## config.mk

```make
export PLATFORM = sky130hd
export DESIGN_NAME = cmb_buffer_manager
export DESIGN_NICKNAME = d
export VERILOG_FILES = /design/src/core/cmb_pkg.sv /design/src/core/cmb_buffer_manager.sv
export SDC_FILE = /design/constraint.sdc
export NUM_CORES = 2
export LEC_CHECK = 0
export BUFFER_PORTS_ARGS = -buffer_cell sky130_fd_sc_hd__buf_2
export CAP_MARGIN = 10
export CORE_MARGIN = 4
export CORE_UTILIZATION = 50
export DETAILED_ROUTE_END_ITERATION = 12
export GPL_TIMING_DRIVEN = 0
export PLACE_DENSITY = 0.75
export SLEW_MARGIN = 15
export SYNTH_ARGS = -nofsm -noshare
export SYNTH_HDL_FRONTEND = slang
export SYNTH_SLANG_ARGS = --single-unit
```

## constraint.sdc

```tcl
create_clock -name clk -period 9.85 [get_ports clk]
set_input_delay 0.985 -clock clk [delete_from_list [all_inputs] [get_ports clk]]
set_output_delay 0.985 -clock clk [all_outputs]
set_load 0.01 [all_outputs]
```

## src/core/cmb_pkg.sv

```systemverilog
package cmb_pkg;
	// Byte addresses of the register words
	localparam logic [7:0] OFS_CTRL = 8'h00;
	localparam logic [7:0] OFS_TX_FLAG = 8'h04;
	localparam logic [7:0] OFS_IRQ_EN = 8'h08;
	localparam logic [7:0] OFS_ABORT_REQ = 8'h0C;
	localparam logic [7:0] OFS_ABORT_ACK = 8'h10;
	localparam logic [7:0] OFS_TX_SEL = 8'h14;
	localparam logic [7:0] OFS_RX_FLAG = 8'h18;
	localparam logic [7:0] OFS_TIMER = 8'h1C;
	// Windows: addr[7:6] picks the window, addr[5:2] the byte
	localparam logic [1:0] WIN_TX = 2'h1;
	localparam logic [1:0] WIN_RX = 2'h2;
	// Byte positions inside a buffer
	localparam logic [3:0] BYTE_LOCAL_PRIORITY_FIELD = 4'hD;
	localparam logic [3:0] TX_STAMP_HI = 4'hE;
	localparam logic [3:0] TX_STAMP_LO = 4'hF;
	localparam logic [3:0] RX_STAMP_HI = 4'hD;
	localparam logic [3:0] RX_STAMP_LO = 4'hE;
	localparam int TX_BUFS = 3;
	localparam int RX_STAGES = 5;
	localparam logic [2:0] RX_LAST = 3'h4;
	localparam logic [2:0] RX_FULL = 3'h5;
	// Values after reset
	localparam logic [2:0] RST_TXE = 3'h7;
	localparam logic [2:0] RST_SEL = 3'h0;
	localparam logic [15:0] RST_TIMER = 16'h0000;

	typedef struct packed {
		logic ovr_ie;
		logic loopback;
		logic time_en;
		logic init_mode;
	} cmb_ctrl_t;

	typedef struct packed {
		logic we;
		logic [3:0] addr;
		logic [7:0] data;
	} cmb_rx_wr_t;
endpackage : cmb_pkg

```

## src/core/cmb_buffer_manager.sv

```systemverilog
// The register addresses and the Avalon-MM register port were left to the implementer.
`timescale 1ns/10ps
// What this block does
// - Smallest 8-bit priority value wins transmit arbitration
// - Ready buffers arbitrate just before start-of-frame
// - Equal priority: lower buffer index wins
// - Ack stamps timer into active buffer when enabled
// - Stamp timer free-runs on bit clock, silent wrap
// - Stamp timer held zero in initialization mode
// - Stamp bytes read-only; read after empty, selected
// - Three transmit buffers: 13 bytes, priority, stamp
// - Clear empty flag to send; set after success
// - Empty flag set raises unmasked transmit interrupt
// - Prioritization reruns on every arbitration, retries too
// - Abort unless transmitting: ack, empty, interrupt
// - Five-stage receive FIFO, CPU sees only foreground
// - Receive-full flag marks valid accepted foreground message
// - Accepted message queued, flag set, interrupt raised
// - Rejected or erroneous frames never enter FIFO
// - Own frames dropped unless loopback mode
// - Full FIFO discards message, flags overrun
module cmb_buffer_manager (
	input wire logic clk,
	input wire logic rst,
	input wire logic [7:0] avs_address,
	input wire logic avs_read,
	input wire logic avs_write,
	input wire logic [3:0] avs_byteenable,
	input wire logic [31:0] avs_writedata,
	output logic [31:0] avs_readdata,
	output logic avs_waitrequest,
	input wire logic can_bit_tick,
	input wire logic eng_arb_req,
	output logic eng_tx_valid,
	output logic [1:0] eng_tx_idx,
	input wire logic [3:0] eng_tx_addr,
	output logic [7:0] eng_tx_byte,
	input wire logic eng_tx_done,
	input wire logic eng_tx_fail,
	input wire cmb_pkg::cmb_rx_wr_t eng_rx_wr,
	input wire logic eng_rx_end,
	input wire logic eng_rx_accept,
	input wire logic eng_rx_own,
	output logic tx_irq,
	output logic rx_irq,
	output logic err_irq
);
	import cmb_pkg::*;

	cmb_ctrl_t ctrl_q;
	logic [2:0] txe_q;
	logic [2:0] tx_ie_q;
	logic rx_ie_q;
	logic [2:0] abort_req_q;
	logic [2:0] abort_ack_q;
	logic [2:0] sel_q;
	logic [15:0] timer_q;
	logic ovr_q;
	logic [7:0] tx_mem_q [TX_BUFS][16];
	logic [7:0] bg_q [16];
	logic [7:0] fifo_q [RX_STAGES][16];
	logic [2:0] wr_q;
	logic [2:0] rd_q;
	logic [2:0] cnt_q;
	logic busy_q;
	logic [1:0] act_q;
	logic rd_done_q;
	logic [31:0] rdata_q;
	logic [7:0] tx_byte_q;

	logic wr_en;
	logic [3:0] widx;
	logic [1:0] win;
	logic [2:0] sel_d;
	logic [2:0] txe_clr;
	logic [2:0] abort_now;
	logic [2:0] tx_set;
	logic pick_ok;
	logic [1:0] pick_idx;
	logic [7:0] pick_local_priority_field;
	logic [1:0] sel_idx;
	logic rx_take;
	logic rx_push;
	logic rx_pop;

	assign wr_en = avs_write & avs_byteenable[0];
	assign widx = avs_address[5:2];
	assign win = avs_address[7:6];
	assign rx_pop = wr_en && avs_address == OFS_RX_FLAG && avs_writedata[0]
		&& cnt_q != 3'h0;
	assign txe_clr = (wr_en && avs_address == OFS_TX_FLAG) ? avs_writedata[2:0] : 3'h0;

	// Reads answer on the second cycle so read data comes from flops
	assign avs_waitrequest = avs_read & ~rd_done_q;
	assign avs_readdata = rdata_q;
	assign eng_tx_byte = tx_byte_q;
	assign eng_tx_valid = busy_q;
	assign eng_tx_idx = act_q;
	assign tx_irq = |(txe_q & tx_ie_q);
	assign rx_irq = (cnt_q != 3'h0) & rx_ie_q;
	assign err_irq = ovr_q & ctrl_q.ovr_ie;

	always_comb begin
		sel_idx = 2'h0;
		if (sel_q[1]) begin
			sel_idx = 2'h1;
		end else if (sel_q[2]) begin
			sel_idx = 2'h2;
		end
	end

	// Selection lands on the lowest written buffer that is empty
	always_comb begin
		sel_d = 3'h0;
		for (int i = TX_BUFS - 1; i >= 0; i--) begin
			if (avs_writedata[i] && txe_q[i]) begin
				sel_d = 3'h1 << i;
			end
		end
	end

	// Strict less-than keeps the lower index on a tie
	always_comb begin
		pick_ok = 1'b0;
		pick_idx = 2'h0;
		pick_local_priority_field = 8'hFF;
		for (int i = 0; i < TX_BUFS; i++) begin
			if (!txe_q[i] && !abort_req_q[i]
				&& (!pick_ok || tx_mem_q[i][BYTE_LOCAL_PRIORITY_FIELD] < pick_local_priority_field)) begin
				pick_ok = 1'b1;
				pick_idx = 2'(i);
				pick_local_priority_field = tx_mem_q[i][BYTE_LOCAL_PRIORITY_FIELD];
			end
		end
	end

	// A buffer already on the bus cannot be aborted
	always_comb begin
		abort_now = abort_req_q & ~txe_q;
		if (busy_q) begin
			abort_now[act_q] = 1'b0;
		end
		tx_set = abort_now;
		if (eng_tx_done && busy_q) begin
			tx_set[act_q] = 1'b1;
		end
	end

	// Control and masks have no interlock with init mode
	always_ff @(posedge clk or posedge rst) begin
		if (rst) begin
			ctrl_q <= '0;
			tx_ie_q <= 3'h0;
			rx_ie_q <= 1'b0;
		end else if (wr_en && avs_address == OFS_CTRL) begin
			ctrl_q <= avs_writedata[3:0];
		end else if (wr_en && avs_address == OFS_IRQ_EN) begin
			tx_ie_q <= avs_writedata[2:0];
			rx_ie_q <= avs_writedata[4];
		end
	end

	// Hardware set wins over a software clear in the same cycle
	always_ff @(posedge clk or posedge rst) begin
		if (rst) begin
			txe_q <= RST_TXE;
		end else begin
			txe_q <= (txe_q & ~txe_clr) | tx_set;
		end
	end

	always_ff @(posedge clk or posedge rst) begin
		if (rst) begin
			abort_req_q <= 3'h0;
			abort_ack_q <= 3'h0;
		end else begin
			for (int i = 0; i < TX_BUFS; i++) begin
				if (abort_now[i]) begin
					abort_ack_q[i] <= 1'b1;
					abort_req_q[i] <= 1'b0;
				end else if (tx_set[i]) begin
					abort_ack_q[i] <= 1'b0;
					abort_req_q[i] <= 1'b0;
				end else if (wr_en && avs_address == OFS_ABORT_REQ) begin
					abort_req_q[i] <= avs_writedata[i] & ~txe_q[i];
				end
				if (txe_clr[i] && !tx_set[i]) begin
					abort_ack_q[i] <= 1'b0;
				end
			end
		end
	end

	always_ff @(posedge clk or posedge rst) begin
		if (rst) begin
			sel_q <= RST_SEL;
		end else if (wr_en && avs_address == OFS_TX_SEL) begin
			sel_q <= sel_d;
		end
	end

	// Every arbitration request, retries included, picks afresh
	always_ff @(posedge clk or posedge rst) begin
		if (rst) begin
			busy_q <= 1'b0;
			act_q <= 2'h0;
		end else if (eng_arb_req) begin
			busy_q <= pick_ok;
			act_q <= pick_idx;
		end else if (eng_tx_done || eng_tx_fail) begin
			busy_q <= 1'b0;
		end
	end

	// Wrap is silent; software must extend the count itself
	always_ff @(posedge clk or posedge rst) begin
		if (rst) begin
			timer_q <= RST_TIMER;
		end else if (ctrl_q.init_mode) begin
			timer_q <= RST_TIMER;
		end else if (can_bit_tick) begin
			timer_q <= timer_q + 16'h0001;
		end
	end

	// Stamp bytes have no bus write path at all
	always_ff @(posedge clk) begin
		for (int i = 0; i < TX_BUFS; i++) begin
			for (int j = 0; j < 16; j++) begin
				if (wr_en && win == WIN_TX && sel_q[i] && txe_q[i] && widx == 4'(j)
					&& 4'(j) < TX_STAMP_HI) begin
					tx_mem_q[i][j] <= avs_writedata[7:0];
				end
			end
		end
		if (eng_tx_done && busy_q && ctrl_q.time_en) begin
			tx_mem_q[act_q][TX_STAMP_HI] <= timer_q[15:8];
			tx_mem_q[act_q][TX_STAMP_LO] <= timer_q[7:0];
		end
	end

	// Fetch answers one cycle late, so the engine leads with the address
	always_ff @(posedge clk or posedge rst) begin
		if (rst) begin
			tx_byte_q <= 8'h00;
		end else begin
			tx_byte_q <= tx_mem_q[act_q][eng_tx_addr];
		end
	end

	// Own frames still land in the background buffer
	always_ff @(posedge clk) begin
		if (eng_rx_wr.we) begin
			bg_q[eng_rx_wr.addr] <= eng_rx_wr.data;
		end
	end

	assign rx_take = eng_rx_end && eng_rx_accept
		&& (!eng_rx_own || ctrl_q.loopback);
	assign rx_push = rx_take && (cnt_q != RX_FULL || rx_pop);

	always_ff @(posedge clk) begin
		if (rx_push) begin
			for (int j = 0; j < 16; j++) begin
				fifo_q[wr_q][j] <= bg_q[j];
			end
			if (ctrl_q.time_en) begin
				fifo_q[wr_q][RX_STAMP_HI] <= timer_q[15:8];
				fifo_q[wr_q][RX_STAMP_LO] <= timer_q[7:0];
			end
		end
	end

	// A count, not a pointer compare, tells five full stages from none
	always_ff @(posedge clk or posedge rst) begin
		if (rst) begin
			wr_q <= 3'h0;
			rd_q <= 3'h0;
			cnt_q <= 3'h0;
		end else begin
			if (rx_push) begin
				wr_q <= (wr_q == RX_LAST) ? 3'h0 : wr_q + 3'h1;
			end
			if (rx_pop) begin
				rd_q <= (rd_q == RX_LAST) ? 3'h0 : rd_q + 3'h1;
			end
			if (rx_push && !rx_pop) begin
				cnt_q <= cnt_q + 3'h1;
			end else if (rx_pop && !rx_push) begin
				cnt_q <= cnt_q - 3'h1;
			end
		end
	end

	// Overrun set wins over a clear in the same cycle
	always_ff @(posedge clk or posedge rst) begin
		if (rst) begin
			ovr_q <= 1'b0;
		end else if (rx_take && !rx_push) begin
			ovr_q <= 1'b1;
		end else if (wr_en && avs_address == OFS_RX_FLAG && avs_writedata[1]) begin
			ovr_q <= 1'b0;
		end
	end

	always_ff @(posedge clk or posedge rst) begin
		if (rst) begin
			rd_done_q <= 1'b0;
			rdata_q <= 32'h0000_0000;
		end else begin
			rd_done_q <= avs_read & ~rd_done_q;
			if (avs_read && !rd_done_q) begin
				rdata_q <= 32'h0000_0000;
				if (win == WIN_TX) begin
					rdata_q[7:0] <= tx_mem_q[sel_idx][widx];
				end else if (win == WIN_RX && widx != 4'hF) begin
					rdata_q[7:0] <= fifo_q[rd_q][widx];
				end else if (avs_address == OFS_CTRL) begin
					rdata_q[3:0] <= ctrl_q;
				end else if (avs_address == OFS_TX_FLAG) begin
					rdata_q[2:0] <= txe_q;
				end else if (avs_address == OFS_IRQ_EN) begin
					rdata_q[4:0] <= {rx_ie_q, 1'b0, tx_ie_q};
				end else if (avs_address == OFS_ABORT_REQ) begin
					rdata_q[2:0] <= abort_req_q;
				end else if (avs_address == OFS_ABORT_ACK) begin
					rdata_q[2:0] <= abort_ack_q;
				end else if (avs_address == OFS_TX_SEL) begin
					rdata_q[2:0] <= sel_q;
				end else if (avs_address == OFS_RX_FLAG) begin
					rdata_q[6:0] <= {cnt_q, 2'h0, ovr_q, cnt_q != 3'h0};
				end else if (avs_address == OFS_TIMER) begin
					rdata_q[15:0] <= timer_q;
				end
			end
		end
	end
endmodule : cmb_buffer_manager

```

==> metrics.md <==
| Metric | Value |
|---|---|
| Final Hold Viols | 0 |
| Register bit total from synthesis | between 1000 and 1500 |
| Met3 routed wirelength | 24600 µm |
| CP Depth | 8 |
| Most frequent cells in the layout | edfxtp_1, mux4_2, nand2_1 |
| WHS | between 0.2 and 0.25 ns |
| Post-route minimum period | roughly 5.5 ns |
| Layout cells sized above 1 | 22.9% |
| Post-synth EDFFs | 1168 |
| CP Launch Point | sel_q[2]$_DFFE_PP0P_ |
| Hold_buf cts | 0 |
| Reg2Reg Depth | 8 |
| 1st-pass router iterations | 6 |
| Pint | 0.00885 W |
| Tightest Hold Check Type | in2async |
| DRT iter0 DRCs | 5389 |
| Vias in the first global route | around 32000 |
| Pwr/cell area | 197 nW/µm² |
| Syn. warnings | 0 |
| P&R area growth vs syn | 13.2% |
| DP HPWL | between 100000 and 150000 µm |
| CTS resizes | 0 |
| TritonCTS buffer count | between 100 and 150 |
| Startpoint types | flip-flop |
| Final WS setup | 4.38 ns |
| Static leakage | 19.2 nW |
| CP max stage delay | 1.03 ns |
| # rows | 118 |
| Count of pins over their slew limit | 0 |
| Maximum clock insertion buffer count | 3 |
| Clock power frac | 40.3% |
| Die span in y | 331 µm |
| Measured slew at the worst slew-check pin | 1.39 ns |
| R2R Setup Slk | about 4.4 ns |
| Most common cell after layout, fill and taps aside | edfxtp_1 |
| Ports | 119 |
| Seq pwr share | 52.2% |
| Wl on met1 | between 60000 and 70000 µm |
| Fmax | 183 MHz |
| Post-synth top flop | edfxtp_1 |
| Cells after DPL | 4507 |
| Slowest cell on crit path | nor2_1 |
| Syn Std Cell Area | 52200 µm² |
| CP endpoint kind | flip-flop |
| Outcome | completed |
| Final ANT Viol Nets | 0 |
| Maximum vdd drop | about 0.00022 V |
| Clk sinks | 1242 |
| Critical Path AT | 5.81 ns |
| Initial Utilization | 50.4% |
| Clk Latency, worst-skew pair | 0.76 ns |
| FFs w/ async S/R, synth | 5.96% |
| Setup_tns | 0 ns |
| CP Data Required Time | around 10 ns |
| Die ar. | 110000 µm² |
| Gr ovfl total | 0 |
| Net Switching | about 0.0028 W |
| Critical Path End | tx_mem_q[2][105]$_DFFE_PP_ |
| Final non-filler cell total | 4736 |
| Sw frac | 23.9% |
| Metal2 WL | 79100 µm |
| Placer congestion estimate | 1.01 |
| CP top delay family | buffers and inverters |
| Sequential-to-total area share from yosys stat | 70.8% |
| Total number of vias | around 33000 |
| Final nets | 3342 |
| Avg Synthesized Cell Area | 17.4 µm² |
| Final wirelength | roughly 180000 µm |
| CP Class | reg2reg |
| Core area | 103000 µm² |
| Initial antenna violation count | 13 |
| Clk pin slew, worst setup/hold paths | around 0.06 ns |
| RR Endpoint | tx_mem_q[2][105]$_DFFE_PP_ |
| Cell Chain, Critical Path | buf_2 > buf_2 > buf_4 > buf_2 > clkbuf_1 > nand3_1 > clkbuf_1 > nor2_1 |
| Postcts setup bufs | 0 |
| Synth cell types | 70 |
| Max Cap Violations | 0 |
| Final setup viols | 0 |
| Slew headroom | 7.59% |
| Final cycle utilization of the critical path | a little under three fifths |
| Unrepaired setup endpoints after global routing | false |
| Cell count after synthesis | 3006 |
| Root Buffer | clkbuf_16 |
| Total power | 0.0116 W |
| DR top layer | met5 |
| # DRC | 0 |
| CTS tree | yes |
| H-tree Lvls | 3 |
| RR Startpoint | sel_q[2]$_DFFE_PP0P_ |
| WP buf/inv | 6 |
| Fillcell total | 7664 |
| First-pass GRT wire length | 245000 µm |
| Overall Global Routing Usage | 32.4% |
| WL/cell | 37.4 µm |
| Number of port buffers | 68 |
| Die X | approximately 330 µm |
| Combinational power share | 7.5% |
| Via-to-Cell Ratio | about 7 |
| Crit-path max FO | 10 |
| Top cell by count, worst path | buf_2 |
| Clk_skew | 0.0555 ns |
| Pre-CTS setup slack | about 4.4 ns |
| Largest net degree at the start of global routing | 61 |
-- worst reg2reg max path, cell delays in order (launching register included) --
cell      delay [ns]
dfrtp_1         0.33
buf_2           0.38
buf_2           0.50
buf_4           0.41
buf_2           0.54
clkbuf_1        0.74
nand3_1         0.61
clkbuf_1        0.50
nor2_1          1.04
-- area by class of cell --
type / instances / area (µm²) / area share (%)
Antenna cell: 4 / 10.0 / 0.0169
Buffer: 203 / 1020 / 1.73
Tap cell: 1380 / 1730 / 2.92
Timing Repair Buffer: 106 / 925 / 1.57
Clock inverter: 72 / 746 / 1.26
Multi-Input combinational cell: 1557 / 14400 / 24.3
Inverter: 19 / 73.8 / 0.125
Clock buffer: 153 / 3260 / 5.52
Sequential cell: 1242 / 36900 / 62.5
-- how the worst min path moves through the flow --
stage | from | end | slack [ns] | cells past startpoint
floorplan | ovr_q$_DFFE_PP0P_ | ovr_q$_DFFE_PP0P_ | 0.46 | 2
global placement | ovr_q$_DFFE_PP0P_ | ovr_q$_DFFE_PP0P_ | 0.49 | 2
detailed placement | avs_readdata[13]$_DFFE_PP0P_ | avs_readdata[13]$_DFFE_PP0P_ | 0.49 | 1
CTS | rst | eng_tx_idx[1]$_DFFE_PP0P_ | 0.20 | 2
global route | rst | eng_tx_idx[1]$_DFFE_PP0P_ | 0.22 | 2
finish | rst | eng_tx_idx[0]$_DFFE_PP0P_ | 0.21 | 2
-- synthesized netlist by cell type (19+ instances only) --
cell type,instances,share of area (%)
o21ai_0,172,1.6
mux4_2,261,11
a22oi_1,24,0.35
o22ai_1,31,0.37
nor3_1,32,0.31
buf_4,39,0.56
ha_1,20,0.48
nand3_1,33,0.32
a211oi_1,20,0.29
a21oi_1,72,0.69
o221ai_1,22,0.37
dfrtp_1,71,3.4
buf_2,56,0.54
inv_1,19,0.14
a221oi_1,21,0.35
mux2i_1,196,3.8
mux2_2,44,0.95
edfxtp_1,1168,67
clkbuf_1,86,0.62
nor2_1,138,0.99
nand2_1,248,1.8
-- metal layers --
| metal | global-route usage (%) | vias to the layer above |
|---|---|---|
| met5 | 0 | - |
| met4 | 17.6 | 8 |
| met3 | 9.73 | 668 |
| met2 | 49.0 | 2904 |
| met1 | 42.4 | 16500 |
| li1 | - | 12600 |
-- power by group through the flow --
stage	clock network, W	registers (W)	logic [W]
global placement	0	0.00619	0.000799
CTS	0.00468	0.00607	0.000847
global route	0.00492	0.00608	0.000895
finish	0.00468	0.00608	0.000875
floorplan	0	0.00613	0.000456
detailed placement	0	0.00618	0.000842
-- metrics by stage --
stage	util, %	cell area [µm²]
3_3_place_gp	52.5	54300
3_5_place_dp	53.2	55000
5_1_grt	57.1	59100
4_1_cts	57.0	59000
6_report	57.1	59100
2_1_floorplan	-	52200
-- cells by family after synthesis --
kind of cell	count (synthesis)	share of synthesized area, %
flip-flops	1242	70.8
XOR/XNOR	17	0.285
adder cells (fa/ha/maj)	21	0.518
other	1	0.00719
buffers and inverters	222	2.07
AO/OA/AOI/OAI	451	5.46
multiplexers	511	16.3
AND/OR/NAND/NOR	541	4.62
-- sequential cells by signal, summed over array words and instances, names as in the netlist, 4 cells and up --
| signal | cells |
|---|---|
| eng_tx_byte | 8 |
| fifo_q | 640 |
| bg_q | 128 |
| ctrl_q | 4 |
| tx_mem_q | 400 |
| avs_readdata | 16 |
| timer_q | 16 |
No activity file was read; power rests on OpenSTA's default activity.
